--- src/verilog/rbmc_defs.vh ---
`ifndef RBMC_DEFS_VH
`define RBMC_DEFS_VH
// Opcodes
`define RBMC_OP_STORE 8'h1A
`define RBMC_OP_FETCH 8'h1B
`define RBMC_OP_LOWPWR 8'h84
`define RBMC_OP_IDLE 8'h80
`define RBMC_OP_SYNTH 8'hC1
`define RBMC_OP_TX 8'h83
`define RBMC_OP_STATUS 8'hC0
`define RBMC_OP_CTXSAVE 8'hD5
`define RBMC_UART_LEN_IDLE 8'h01
`define RBMC_UART_LEN_TX 8'h03
// Circuit mode codes (status bits 7:5)
`define RBMC_MODE_SLEEP 3'h0
`define RBMC_MODE_IDLE_RC 3'h2
`define RBMC_MODE_IDLE_XTAL 3'h3
`define RBMC_MODE_SYNTH 3'h4
`define RBMC_MODE_TX 3'h6
// Command status codes (status bits 4:2)
`define RBMC_CST_OK 3'h1
`define RBMC_CST_TIMEOUT 3'h3
`define RBMC_CST_ERROR 3'h4
`define RBMC_CST_FAIL 3'h5
`define RBMC_CST_TRANSMIT_COMPLETE_EVT 3'h6
// Retention bits
`define RBMC_RET_DATA_RAM 0
`define RBMC_RET_BUFFER 1
`define RBMC_RET_INSTR_RAM 2
// Time-out steps in ns, cycles at 100 MHz
`define RBMC_CLK_NS 10
`define RBMC_STEP0_NS 15625
`define RBMC_STEP1_NS 62500
`define RBMC_STEP2_NS 1000000
`define RBMC_STEP3_NS 4000000
`define RBMC_STEP0_CYC (`RBMC_STEP0_NS / `RBMC_CLK_NS)
`define RBMC_STEP1_CYC (`RBMC_STEP1_NS / `RBMC_CLK_NS)
`define RBMC_STEP2_CYC (`RBMC_STEP2_NS / `RBMC_CLK_NS)
`define RBMC_STEP3_CYC (`RBMC_STEP3_NS / `RBMC_CLK_NS)
// Transmit sequencing phase terminal count; each timed phase lasts this plus one cycle
`define RBMC_PHASE_CYC 8
`endif

--- src/verilog/rbmc_cmd_decoder.v ---
// Functional notes
// - Store cmd: offset then bytes, pointer increments
// - Buffer pointer eight bits, wraps past 255
// - Fetch cmd: offset, dummy, then data per byte
// - SPI fetch of n+1 bytes gives n-2
// - UART adds parameter count byte after opcode for idle and transmit
// - Low power only from either idle mode
// - Frame end powers down all but retained
// - Retention bits: data RAM, buffer, instruction RAM
// - Wake to RC idle on select or timer
// - Registers restored if saved and bit0 set
// - Idle byte 0 RC, 1 crystal
// - Reset enters RC idle
// - Opcode C1 enters synthesizer mode
// - Synth passed through from RC idle to transmit
// - Transmit: step code, 16-bit count, MSB first
// - Osc, PLL, PA ramp, send, ramp down, done
// - Time-out event if no done; back to RC idle
// - Time-out is step times count
// - Zero count disables time-out
// - Nonzero count: first of timer or done
// - SPI returns status on every byte except fetch data
// - UART buffer ops carry byte count
// - SPI command ends at select rising edge
`timescale 1ns/1ps
`include "rbmc_defs.vh"
module rbmc_cmd_decoder #(
  parameter STEP0 = `RBMC_STEP0_CYC,
  parameter STEP1 = `RBMC_STEP1_CYC,
  parameter STEP2 = `RBMC_STEP2_CYC,
  parameter STEP3 = `RBMC_STEP3_CYC,
  parameter PHASE = `RBMC_PHASE_CYC
) (
  // Clock and reset
  input wire mclk,
  input wire reset,
  // SPI pins
  input wire spi_sck,
  input wire chip_select_n,
  input wire spi_mosi,
  output reg spi_miso,
  // UART byte stream (already deframed, same clock)
  input wire uart_rx_valid,
  input wire [7:0] uart_rx_data,
  output reg uart_tx_valid,
  output reg [7:0] uart_tx_data,
  input wire uart_tx_ready,
  // Radio side
  input wire packet_sent,
  input wire rtc_wake,
  output reg [2:0] circuit_mode,
  output reg osc_on,
  output reg pll_on,
  output reg pa_on,
  output reg pa_ramp,
  output reg packet_start,
  output reg [2:0] retention_select,
  output reg power_down,
  output reg context_save,
  output reg context_restore,
  output reg transmit_complete_evt,
  output reg timeout_evt
);
  // Input synchronisers
  reg [2:0] sck_s;
  reg [1:0] cs_s;
  reg [1:0] mosi_s;
  wire sck_rise = sck_s[1] & ~sck_s[2];
  wire sck_fall = ~sck_s[1] & sck_s[2];
  reg cs_q;
  wire cs_rise = cs_s[1] & ~cs_q;
  wire cs_fall = ~cs_s[1] & cs_q;

  // Byte assembly
  reg [2:0] bit_cnt;
  reg [7:0] shift_in;
  reg [7:0] shift_out;
  reg byte_ok;
  reg [7:0] byte_val;
  reg byte_uart;

  // Command state
  localparam S_OPC = 3'd0;
  localparam S_LEN = 3'd1;
  localparam S_PAR = 3'd2;
  localparam S_DATA = 3'd3;
  localparam S_IGN = 3'd4;
  reg [2:0] st;
  reg [7:0] opcode;
  reg [2:0] par_idx;
  reg [7:0] par0;
  reg [7:0] par1;
  reg [7:0] uart_cnt;
  reg [7:0] ptr;
  reg [2:0] cmd_status;
  reg ctx_saved;
  reg pending_sleep;

  // Transmit sequencer
  localparam T_IDLE = 3'd0;
  localparam T_OSC = 3'd1;
  localparam T_PLL = 3'd2;
  localparam T_RAMP = 3'd3;
  localparam T_SEND = 3'd4;
  localparam T_DOWN = 3'd5;
  reg [2:0] tx_st;
  reg [7:0] phase_cnt;
  reg [7:0] tx_code;
  reg [15:0] tx_count;
  reg tx_start;
  reg timer_stop;
  wire timer_expired;

  // Buffer
  reg mem_we;
  reg [7:0] mem_wa;
  reg [7:0] mem_wd;
  wire [7:0] mem_rd;
  reg fetch_uart_pend;

  function is_idle;
    input [2:0] m;
    begin
      is_idle = (m == `RBMC_MODE_IDLE_RC) || (m == `RBMC_MODE_IDLE_XTAL);
    end
  endfunction

  function [2:0] param_need;
    input [7:0] op;
    begin
      case (op)
        `RBMC_OP_STORE: param_need = 3'd1;
        `RBMC_OP_FETCH: param_need = 3'd1;
        `RBMC_OP_LOWPWR: param_need = 3'd1;
        `RBMC_OP_IDLE: param_need = 3'd1;
        `RBMC_OP_TX: param_need = 3'd3;
        default: param_need = 3'd0;
      endcase
    end
  endfunction

  wire [7:0] status_byte = {circuit_mode, cmd_status, 1'b0, 1'b0};

  rbmc_buffer_mem #(.AW(8), .DW(8)) u_mem (
    .mclk(mclk),
    .wr_en(mem_we),
    .wr_addr(mem_wa),
    .wr_data(mem_wd),
    .rd_addr(ptr),
    .rd_data(mem_rd)
  );

  rbmc_tx_timer #(.STEP0(STEP0), .STEP1(STEP1), .STEP2(STEP2), .STEP3(STEP3)) u_timer (
    .mclk(mclk),
    .reset(reset),
    .start(tx_start),
    .stop(timer_stop),
    .timeout_step_code(tx_code[1:0]),
    .timeout_step_count(tx_count),
    .expired(timer_expired)
  );

  // SPI shifting, mode 0: sample on rise, shift on fall
  always @(posedge mclk) begin
    if (reset) begin
      sck_s <= 3'b000;
      cs_s <= 2'b11;
      mosi_s <= 2'b00;
      cs_q <= 1'b1;
      bit_cnt <= 3'd0;
      shift_in <= 8'h00;
      shift_out <= 8'h00;
      spi_miso <= 1'b0;
      byte_ok <= 1'b0;
      byte_val <= 8'h00;
      byte_uart <= 1'b0;
    end else begin
      sck_s <= {sck_s[1:0], spi_sck};
      cs_s <= {cs_s[0], chip_select_n};
      mosi_s <= {mosi_s[0], spi_mosi};
      cs_q <= cs_s[1];
      byte_ok <= 1'b0;
      if (cs_fall) begin
        bit_cnt <= 3'd0;
        shift_out <= status_byte;
        spi_miso <= status_byte[7];
      end else if (!cs_s[1] && sck_rise) begin
        shift_in <= {shift_in[6:0], mosi_s[1]};
        bit_cnt <= bit_cnt + 3'd1;
        if (bit_cnt == 3'd7) begin
          byte_ok <= 1'b1;
          byte_val <= {shift_in[6:0], mosi_s[1]};
          byte_uart <= 1'b0;
        end
      end else if (!cs_s[1] && sck_fall) begin
        if (bit_cnt == 3'd0) begin
          // Next byte: payload during fetch data phase, else status
          if (st == S_DATA && opcode == `RBMC_OP_FETCH && par_idx == 3'd2) begin
            shift_out <= mem_rd;
            spi_miso <= mem_rd[7];
          end else begin
            shift_out <= status_byte;
            spi_miso <= status_byte[7];
          end
        end else begin
          spi_miso <= shift_out[3'd7 - bit_cnt];
        end
      end else if (uart_rx_valid && cs_s[1]) begin
        byte_ok <= 1'b1;
        byte_val <= uart_rx_data;
        byte_uart <= 1'b1;
      end
    end
  end

  // Command decoding and modes
  always @(posedge mclk) begin
    if (reset) begin
      st <= S_OPC;
      opcode <= 8'h00;
      par_idx <= 3'd0;
      par0 <= 8'h00;
      par1 <= 8'h00;
      uart_cnt <= 8'h00;
      ptr <= 8'h00;
      cmd_status <= `RBMC_CST_OK;
      ctx_saved <= 1'b0;
      pending_sleep <= 1'b0;
      circuit_mode <= `RBMC_MODE_IDLE_RC;
      retention_select <= 3'b000;
      power_down <= 1'b0;
      context_save <= 1'b0;
      context_restore <= 1'b0;
      mem_we <= 1'b0;
      mem_wa <= 8'h00;
      mem_wd <= 8'h00;
      tx_code <= 8'h00;
      tx_count <= 16'h0000;
      tx_start <= 1'b0;
      uart_tx_valid <= 1'b0;
      uart_tx_data <= 8'h00;
      fetch_uart_pend <= 1'b0;
    end else begin
      mem_we <= 1'b0;
      tx_start <= 1'b0;
      context_save <= 1'b0;
      context_restore <= 1'b0;
      if (uart_tx_valid && uart_tx_ready) begin
        uart_tx_valid <= 1'b0;
      end
      // UART fetch: stream counted bytes, one read latency per byte
      if (fetch_uart_pend && !uart_tx_valid) begin
        uart_tx_valid <= 1'b1;
        uart_tx_data <= mem_rd;
        ptr <= ptr + 8'h01;
        uart_cnt <= uart_cnt - 8'h01;
        if (uart_cnt == 8'h01) begin
          fetch_uart_pend <= 1'b0;
          st <= S_IGN;
        end
      end
      if (circuit_mode == `RBMC_MODE_SLEEP) begin
        if (cs_rise || rtc_wake) begin
          circuit_mode <= `RBMC_MODE_IDLE_RC;
          power_down <= 1'b0;
          context_restore <= ctx_saved && retention_select[`RBMC_RET_DATA_RAM];
        end
      end else if (cs_rise) begin
        // Frame end commits a pending SPI low-power command
        if (pending_sleep) begin
          circuit_mode <= `RBMC_MODE_SLEEP;
          power_down <= 1'b1;
        end
        pending_sleep <= 1'b0;
        st <= S_OPC;
      end else if (tx_st == T_PLL) begin
        circuit_mode <= `RBMC_MODE_SYNTH;
      end else if (tx_st == T_RAMP) begin
        circuit_mode <= `RBMC_MODE_TX;
      end
      // A time-out may strike before the mode reached transmit
      if (timeout_evt || (tx_st == T_IDLE && circuit_mode == `RBMC_MODE_TX)) begin
        circuit_mode <= `RBMC_MODE_IDLE_RC;
      end
      if (byte_ok && circuit_mode != `RBMC_MODE_SLEEP) begin
        case (st)
          S_OPC: begin
            opcode <= byte_val;
            par_idx <= 3'd0;
            if (byte_val == `RBMC_OP_CTXSAVE) begin
              ctx_saved <= 1'b1;
              context_save <= 1'b1;
              cmd_status <= `RBMC_CST_OK;
              st <= S_IGN;
            end else if (byte_val == `RBMC_OP_SYNTH) begin
              circuit_mode <= `RBMC_MODE_SYNTH;
              cmd_status <= `RBMC_CST_OK;
              st <= S_IGN;
            end else if (byte_val == `RBMC_OP_STATUS) begin
              st <= S_IGN;
              if (byte_uart) begin
                uart_tx_valid <= 1'b1;
                uart_tx_data <= status_byte;
              end
            end else if (param_need(byte_val) == 3'd0) begin
              cmd_status <= `RBMC_CST_ERROR;
              st <= S_IGN;
            end else if (byte_uart && byte_val != `RBMC_OP_STORE && byte_val != `RBMC_OP_FETCH
                         && byte_val != `RBMC_OP_LOWPWR) begin
              st <= S_LEN;
            end else begin
              st <= S_PAR;
            end
          end
          S_LEN: begin
            st <= (byte_val[2:0] == param_need(opcode)) ? S_PAR : S_IGN;
            if (byte_val[2:0] != param_need(opcode)) begin
              cmd_status <= `RBMC_CST_ERROR;
            end
          end
          S_PAR: begin
            par_idx <= par_idx + 3'd1;
            if (par_idx == 3'd0) begin
              par0 <= byte_val;
            end
            if (par_idx == 3'd1) begin
              par1 <= byte_val;
            end
            if (par_idx == 3'd0 && (opcode == `RBMC_OP_STORE || opcode == `RBMC_OP_FETCH)) begin
              ptr <= byte_val;
              par_idx <= 3'd1;
              st <= byte_uart ? S_LEN : S_DATA;
              if (byte_uart) begin
                st <= S_DATA;
                par_idx <= 3'd3;
              end
            end else if (par_idx + 3'd1 == param_need(opcode)) begin
              st <= S_IGN;
              cmd_status <= `RBMC_CST_OK;
              case (opcode)
                `RBMC_OP_IDLE: begin
                  circuit_mode <= byte_val[0] ? `RBMC_MODE_IDLE_XTAL : `RBMC_MODE_IDLE_RC;
                end
                `RBMC_OP_LOWPWR: begin
                  if (is_idle(circuit_mode)) begin
                    retention_select <= byte_val[2:0];
                    if (byte_uart) begin
                      circuit_mode <= `RBMC_MODE_SLEEP;
                      power_down <= 1'b1;
                    end else begin
                      pending_sleep <= 1'b1;
                    end
                  end else begin
                    cmd_status <= `RBMC_CST_FAIL;
                  end
                end
                `RBMC_OP_TX: begin
                  tx_code <= par0;
                  tx_count <= {par1, byte_val};
                  tx_start <= 1'b1;
                end
                default: begin
                  cmd_status <= `RBMC_CST_ERROR;
                end
              endcase
            end
          end
          S_DATA: begin
            if (par_idx == 3'd3) begin
              // UART byte count
              uart_cnt <= byte_val;
              par_idx <= 3'd4;
              if (opcode == `RBMC_OP_FETCH && byte_val != 8'h00) begin
                fetch_uart_pend <= 1'b1;
              end
              if (byte_val == 8'h00) begin
                st <= S_IGN;
              end
            end else if (opcode == `RBMC_OP_STORE) begin
              mem_we <= 1'b1;
              mem_wa <= ptr;
              mem_wd <= byte_val;
              ptr <= ptr + 8'h01;
              if (par_idx == 3'd4) begin
                uart_cnt <= uart_cnt - 8'h01;
                if (uart_cnt == 8'h01) begin
                  st <= S_IGN;
                end
              end
            end else if (par_idx == 3'd1) begin
              par_idx <= 3'd2; // dummy byte consumed
            end else if (par_idx == 3'd2) begin
              ptr <= ptr + 8'h01;
            end
          end
          default: begin
            st <= S_IGN;
          end
        endcase
      end
      if (st == S_IGN && byte_uart && !fetch_uart_pend) begin
        st <= S_OPC;
      end
    end
  end

  // Transmit sequence
  always @(posedge mclk) begin
    if (reset) begin
      tx_st <= T_IDLE;
      phase_cnt <= 8'h00;
      osc_on <= 1'b0;
      pll_on <= 1'b0;
      pa_on <= 1'b0;
      pa_ramp <= 1'b0;
      packet_start <= 1'b0;
      transmit_complete_evt <= 1'b0;
      timeout_evt <= 1'b0;
      timer_stop <= 1'b0;
    end else begin
      packet_start <= 1'b0;
      transmit_complete_evt <= 1'b0;
      timeout_evt <= 1'b0;
      timer_stop <= 1'b0;
      phase_cnt <= phase_cnt + 8'h01;
      if (timer_expired && tx_st != T_IDLE) begin
        timeout_evt <= 1'b1;
        tx_st <= T_IDLE;
        osc_on <= 1'b0;
        pll_on <= 1'b0;
        pa_on <= 1'b0;
        pa_ramp <= 1'b0;
      end else begin
        case (tx_st)
          T_IDLE: begin
            if (tx_start) begin
              tx_st <= T_OSC;
              osc_on <= 1'b1;
              phase_cnt <= 8'h00;
            end
          end
          T_OSC: begin
            if (phase_cnt == PHASE[7:0]) begin
              tx_st <= T_PLL;
              pll_on <= 1'b1;
              phase_cnt <= 8'h00;
            end
          end
          T_PLL: begin
            if (phase_cnt == PHASE[7:0]) begin
              tx_st <= T_RAMP;
              pa_on <= 1'b1;
              pa_ramp <= 1'b1;
              phase_cnt <= 8'h00;
            end
          end
          T_RAMP: begin
            if (phase_cnt == PHASE[7:0]) begin
              tx_st <= T_SEND;
              packet_start <= 1'b1;
            end
          end
          T_SEND: begin
            if (packet_sent) begin
              tx_st <= T_DOWN;
              pa_ramp <= 1'b0;
              timer_stop <= 1'b1;
              phase_cnt <= 8'h00;
            end
          end
          T_DOWN: begin
            if (phase_cnt == PHASE[7:0]) begin
              tx_st <= T_IDLE;
              pa_on <= 1'b0;
              pll_on <= 1'b0;
              osc_on <= 1'b0;
              transmit_complete_evt <= 1'b1;
            end
          end
          default: begin
            tx_st <= T_IDLE;
          end
        endcase
      end
    end
  end
endmodule // rbmc_cmd_decoder

--- src/verilog/rbmc_buffer_mem.v ---
`timescale 1ns/1ps
module rbmc_buffer_mem #(
  parameter AW = 8,
  parameter DW = 8
) (
  // Clock
  input wire mclk,
  // Write port
  input wire wr_en,
  input wire [AW-1:0] wr_addr,
  input wire [DW-1:0] wr_data,
  // Read port
  input wire [AW-1:0] rd_addr,
  output reg [DW-1:0] rd_data
);
  reg [DW-1:0] mem [0:(1<<AW)-1];

  always @(posedge mclk) begin
    if (wr_en) begin
      mem[wr_addr] <= wr_data;
    end
    rd_data <= mem[rd_addr];
  end
endmodule // rbmc_buffer_mem

--- src/verilog/rbmc_tx_timer.v ---
`timescale 1ns/1ps
`include "rbmc_defs.vh"
module rbmc_tx_timer #(
  parameter STEP0 = `RBMC_STEP0_CYC,
  parameter STEP1 = `RBMC_STEP1_CYC,
  parameter STEP2 = `RBMC_STEP2_CYC,
  parameter STEP3 = `RBMC_STEP3_CYC
) (
  // Clock and reset
  input wire mclk,
  input wire reset,
  // Control
  input wire start,
  input wire stop,
  input wire [1:0] timeout_step_code,
  input wire [15:0] timeout_step_count,
  // Result
  output reg expired
);
  reg [21:0] prescale;
  reg [21:0] step_len;
  reg [15:0] steps_left;
  reg armed;
  wire step_tick;

  assign step_tick = armed && (prescale == 22'h00_0000);

  always @(posedge mclk) begin
    if (reset) begin
      prescale <= 22'h00_0000;
      step_len <= 22'h00_0000;
      steps_left <= 16'h0000;
      armed <= 1'b0;
      expired <= 1'b0;
    end else begin
      expired <= 1'b0;
      if (start) begin
        case (timeout_step_code)
          2'd0: step_len <= STEP0[21:0] - 22'h00_0001;
          2'd1: step_len <= STEP1[21:0] - 22'h00_0001;
          2'd2: step_len <= STEP2[21:0] - 22'h00_0001;
          default: step_len <= STEP3[21:0] - 22'h00_0001;
        endcase
        case (timeout_step_code)
          2'd0: prescale <= STEP0[21:0] - 22'h00_0001;
          2'd1: prescale <= STEP1[21:0] - 22'h00_0001;
          2'd2: prescale <= STEP2[21:0] - 22'h00_0001;
          default: prescale <= STEP3[21:0] - 22'h00_0001;
        endcase
        steps_left <= timeout_step_count;
        armed <= (timeout_step_count != 16'h0000);
      end else if (stop) begin
        armed <= 1'b0;
      end else if (step_tick) begin
        prescale <= step_len;
        steps_left <= steps_left - 16'h0001;
        if (steps_left == 16'h0001) begin
          armed <= 1'b0;
          expired <= 1'b1;
        end
      end else if (armed) begin
        prescale <= prescale - 22'h00_0001;
      end
    end
  end
endmodule // rbmc_tx_timer

--- config.mk ---
export PLATFORM = sky130hd
export DESIGN_NAME = rbmc_cmd_decoder
export DESIGN_NICKNAME = d
export VERILOG_FILES = /design/src/verilog/rbmc_cmd_decoder.v /design/src/verilog/rbmc_buffer_mem.v /design/src/verilog/rbmc_tx_timer.v
export VERILOG_INCLUDE_DIRS = /design/src /design/src/verilog
export SDC_FILE = /design/constraint.sdc
export NUM_CORES = 2
export LEC_CHECK = 0
export BUFFER_PORTS_ARGS = -buffer_cell sky130_fd_sc_hd__buf_4
export CAP_MARGIN = 20
export CORE_MARGIN = 5
export CORE_UTILIZATION = 50
export CTS_CLUSTER_DIAMETER = 30
export DETAILED_ROUTE_END_ITERATION = 12
export HOLD_SLACK_MARGIN = 0.02
export PLACE_DENSITY = 0.71
export SLEW_MARGIN = 10
export SYNTH_ARGS = -nofsm -noshare
export SYNTH_HDL_FRONTEND = slang
export SYNTH_HIERARCHICAL = 1
export SYNTH_SLANG_ARGS = --single-unit
--- constraint.sdc ---
create_clock -name mclk -period 8.2 [get_ports mclk]
set_input_delay 0.41 -clock mclk [delete_from_list [all_inputs] [get_ports mclk]]
set_output_delay 0.41 -clock mclk [all_outputs]
set_load 0.1 [all_outputs]
* After elaboration in Yosys (flattened, before gate mapping) *
Memory sizes are Yosys's and may differ from the RTL's. A register that Yosys moved wholly into a read port is not among the register bits.
Cells that the tools add are included.

storage, ports and cells
  memories = 1
  register bits = 218
  logic and storage cells = 418
  bits of input ports = 17
  output and inout bits = 26
  bits in writable memories = 2048

memory list
  memory     depth  bits a word  rd ports  clocked after Yosys merged registers in  wr ports  line                  source
  u_mem.mem  256    8            1         1                                        1         rbmc_buffer_mem.v:16  reg [DW-1:0] mem [0:(1<<AW)-1];

operators by class
  bitwise gates (word level) = 23
  reduce and logical (&&, ||, !) cells = 89
  equality and inequality tests = 58
  $add $sub $neg = 8
  $lt $le $gt $ge = 1
  muxes and demuxes = 187

operator list
  cell                                                                   number
  8-bit two-way mux                                                      33
  3-bit two-way mux                                                      62
  22-bit two-way mux                                                     4
  8-bit == test (second input constant)                                  9
  1-bit two-way mux                                                      66
  19-bit case mux with 3 select lines                                    1
  16-bit two-way mux                                                     3
  8-bit by 5-bit == test with 1-bit output (second input constant)       4
  3-bit AND reduction                                                    9
  3-bit by 2-bit == test with 1-bit output (second input constant)       8
  8-bit case mux with 3 select lines                                     1
  22-bit logical NOT                                                     1
  22-bit by 1-bit subtractor with 22-bit output (second input constant)  1
  3-bit nonzero test                                                     7
  2-bit != test (second input constant)                                  10
  1-bit logical AND                                                      19
  1-bit inverter                                                         19
  3-bit == test (second input constant)                                  6
  3-bit logical NOT                                                      6
  3-bit case mux with 2 select lines                                     3
  3-bit case mux with 3 select lines                                     2
  3-bit case mux with 6 select lines                                     1
  8-bit by 1-bit adder with 8-bit output (second input constant)         2
  16-bit by 1-bit == test with 1-bit output (second input constant)      1
  other kinds (41)                                                       88

* Depth between registers and ports, before layout *
  depth in word-level cells = 16
  mapped depth = 11
  mapped depth without buffers = 8

* By module *
Netlist, hierarchy kept.

modules (own cells, without submodules)
  module            cells an instance  sequential area each (µm²)  area each (µm²)  times used
  rbmc_buffer_mem   3711               61659.1                     79309.8          1
  rbmc_cmd_decoder  893                3103.0                      7678.6           1
  rbmc_tx_timer     368                940.9                       2925.3           1

* Worst setup path after synthesis *
Ideal clock, no wire load.

  path kind = register -> register
  start = reg mem_wd[0]
  end = mem u_mem.mem[0][0], data pin
  path buffers = 0
  setup time = 0.856 ns
  arrival = 3.397 ns
  clock period less this slack = 4.253 ns
  data required time = 7.344 ns
  cell stages (with the launch flop) = 1
  setup slack = 3.947 ns
  path through = dfxtp_1

RTL lines
  item                      line                    source
  start: declaration        rbmc_cmd_decoder.v:117  reg [7:0] mem_wd;
  start signal: assignment  rbmc_cmd_decoder.v:382  mem_wd <= byte_val;
  end: declaration          rbmc_buffer_mem.v:16

No word-level cell before the write port.

==> impl_metrics.ini <==
[run_status]
status = finished clean

[critical_path]
crit_path_start = ptr[1]$_SDFF_PP0_
cp_data_required_time_ns = 8.98
r2r_cells = 7
crit_type = reg -> reg
r2r_slack_ns = 3.92
r2r-start = ptr[1]$_SDFF_PP0_
critPathMaxFanout = 117
end_kind = register
arrival_ns = 5.05
worstSetupStartpointType = register
reg2reg_to = u_mem/rd_data[6]$_DFF_P_

[drt]
detail_route.wl_per_cell_um = 28.38
drtIter0Drc = 6172
drtPass1Iterations = 6
vias = 50170
drc = 0
routed_via_density = 6.328
routed_wirelength_um = 225000
ant_nets = 0

[logic_synthesis]
avgSynthCellArea_sq_um = 18.08
synthCells = 4972
ys_seq_area_share_pct = 73.07
syn_area_sq_um = 89910
synth.distinct_cells = 104
async_reset_ff_share_pct = 0
synth_warnings = 6
synth_nets = 5005
synth_edf_count = 2048
synth_seq_cells = 2258
synth_flop_cell = edfxtp_1

[floorplanning]
dieArea_sq_um = 188400
initial_core_util_pct = 50.34
placementRows = 155
core-area_sq_um = 178600
die_w_um = 434.1
ios = 43
die_y_um = 434.1

[sta]
period_share_pct = 52.17
skew_ns = 0.09274
slew_viol_final = 0
finalHoldViolCount = 0
tns_ns = 0
rsz0062_at_grt = no
worstMarginPinSlew_ns = 1.307
setup_viol = 0
fmax_mhz = 233.7
finalCriticalPeriod_ns = 4.278
relSlewSlack_pct = 12.89

[clock_network]
cts_buffers = 422
ctsResizeCount = 0
cts-root-buf = clkbuf_16
cts.sinks = 2258
clk_pin_slew_ns = 0.05
h-tree-depth = 5
clock_path_buffers = 4
insertion_delay_ns = 0.94
cts_tree = built

[finish]
area_delta_synth_final_pct = 18.57
drive_above_1_share_pct = 23.97
fin_nets = 5263

[pwr]
finalPower_mw = 29.48
p_leak_nw = 33.91
pwr_density_cell_nw_per_um2 = 276.5
ir_drop_mv = 0.2409

[global_route]
grt_pass1_wl_um = 332200
antenna_found_initial = 3
globalRouteOverflowTotal = 0
grt_start_max_net_pins = 258
first_global_vias = 49990
grt.total_usage_pct = 23.79

[worst_hold_path]
whs_path_depth = 2
hold_path_class = in -> reg
hold_path.startpoint = reset
holdPathEnd = tx_count[9]$_SDFFE_PP0P_

[place]
gp_congestion = 0.8859
numPortBuffers = 42
place_hpwl_um = 124000

[job]
maxCapViolCount = 0
-- stage by stage --
stage	hold WS, ns	setup slack, ns	instances	utilization [%]	cell area (sq um)
finish	0.1154	3.922	7928	59.69	106600
floorplan	0.3895	3.947	4972	-	89910
global placement	0.4334	3.922	7139	51.66	92270
global route	0.1219	3.785	7926	59.69	106600
detailed placement	0.4108	4.030	7140	51.66	92280
CTS	0.05338	3.989	7919	59.62	106500
-- placed cells by master (no fill, tap or decap), types with 14 or more instances in the layout --
| cell | n |
|---|---|
| xnor2_1 | 30 |
| nor2b_1 | 31 |
| bufinv_16 | 52 |
| nor3_1 | 63 |
| dfxtp_1 | 197 |
| clkinvlp_4 | 43 |
| clkinv_4 | 35 |
| dlygate4sd3_1 | 15 |
| inv_6 | 26 |
| o21ai_0 | 43 |
| xor2_1 | 21 |
| clkinv_2 | 62 |
| edfxtp_1 | 2048 |
| mux4_2 | 453 |
| clkinv_1 | 54 |
| ha_1 | 16 |
| nand2_1 | 147 |
| buf_4 | 108 |
| nand4_1 | 14 |
| a22oi_1 | 189 |
| nor4_1 | 46 |
| a211oi_1 | 40 |
| inv_1 | 29 |
| a21oi_1 | 197 |
| clkbuf_1 | 45 |
| or2_2 | 14 |
| clkbuf_8 | 14 |
| o211ai_1 | 18 |
| nor2_1 | 453 |
| nand3_1 | 66 |
| clkbuf_16 | 426 |
| a221oi_1 | 19 |
| o221ai_1 | 35 |
| o22ai_1 | 26 |
| nand2b_1 | 24 |
| mux2i_1 | 194 |
-- metal layers --
metal | part of all wire, % | GRT usage (%) | vias to the layer above
li1 | - | - | 20840
met2 | 47 | 36.72 | 2981
met4 | 4.0 | 9.699 | 10
met1 | 38 | 32.83 | 25760
met3 | 11 | 5.954 | 576
met5 | 0.036 | 0 | -
-- worst max-delay path, cell delays in order, from the launching register on --
cell      delay [ns]
dfxtp_4         0.92
buf_12          0.61
nor2b_1         0.90
a221oi_1        0.26
o21ai_0         0.16
a21oi_1         0.11
nor4_1          0.98
nor4_1          0.10
-- synthesized netlist by cell type, types with 16 or more instances --
master    number  area, sq um
o22ai_1       26        162.7
xnor2_1       30        262.8
mux2i_1      194         1942
buf_2         46        230.2
a21oi_1      197        986.0
buf_4         34        255.2
nor2_1       455         1708
nand2b_1      24        150.1
dfxtp_1      210         4204
nand3_1       66        330.3
nor3_1        64        320.3
mux4_2       453        10200
o211ai_1      18        135.1
a221oi_1      19        166.4
inv_1         29        108.9
o221ai_1      35        306.5
a22oi_1      189         1419
xor2_1        21        183.9
nor4_1        46        287.8
nand2_1      152        570.6
edfxtp_1    2048        61500
buf_1         28        105.1
nor2b_1       35        219.0
a211oi_1      40        300.3
clkbuf_1     152        570.6
o21ai_0       43        215.2
buf_6         29        326.6
ha_1          16        200.2
-- kinds of logic after synthesis --
logic type               count (synthesis)  synth area share [%]
XOR/XNOR                                51                0.4968
flip-flops                            2258                 73.07
buffers and inverters                  338                 2.079
adder cells (fa/ha/maj)                 17                0.2338
AND/OR/NAND/NOR                        983                 5.257
multiplexers                           664                 13.82
AO/OA/AOI/OAI                          661                 5.036
-- flip-flops by register name, indices dropped and copies added (netlist names), 7 cells and up --
signal,count
byte_val,8
mem_wa,8
mem_wd,8
opcode,8
par1,8
phase_cnt,8
ptr,8
shift_in,7
shift_out,8
tx_count,16
u_mem/mem,2048
u_mem/rd_data,8
u_timer/prescale,22
u_timer/step_len,7
u_timer/steps_left,16
uart_cnt,8
uart_tx_data,8
-- where the power goes --
part	total [mW]	switching (mW)	internal, mW
logic	0.106	0.0657	0.0404
clock network	17.0	5.72	11.2
registers	12.4	0.0240	12.4
-- worst max-delay path by stage --
stage          cells past startpoint                        end
6_report                           7   u_mem/rd_data[6]$_DFF_P_
5_1_grt                            7   u_mem/rd_data[6]$_DFF_P_
4_1_cts                            7   u_mem/rd_data[6]$_DFF_P_
3_5_place_dp                       7   u_mem/rd_data[6]$_DFF_P_
3_3_place_gp                       7   u_mem/rd_data[3]$_DFF_P_
2_1_floorplan                      0  u_mem/mem[0][0]$_DFFE_PP_
-- timing repair --
action                                  in CTS  in global routing
hold endpoints to repair                    19                  0
endpoints found under the setup margin       0                  0
setup buffers                                0                  0
hold buffers                                15                  0
-- area by class of cell --
class | count | area [sq um]
fillers | 12400 | 72000
flip-flops and latches | 2258 | 65750
multi-input cells | 2376 | 22420
clock buffers | 485 | 11020
clock inverters | 279 | 3040
well taps | 2355 | 2947
repair buffers | 141 | 1315
inverters | 31 | 116.4
diodes | 3 | 7.507
No activity file was read; power rests on OpenSTA's default activity.
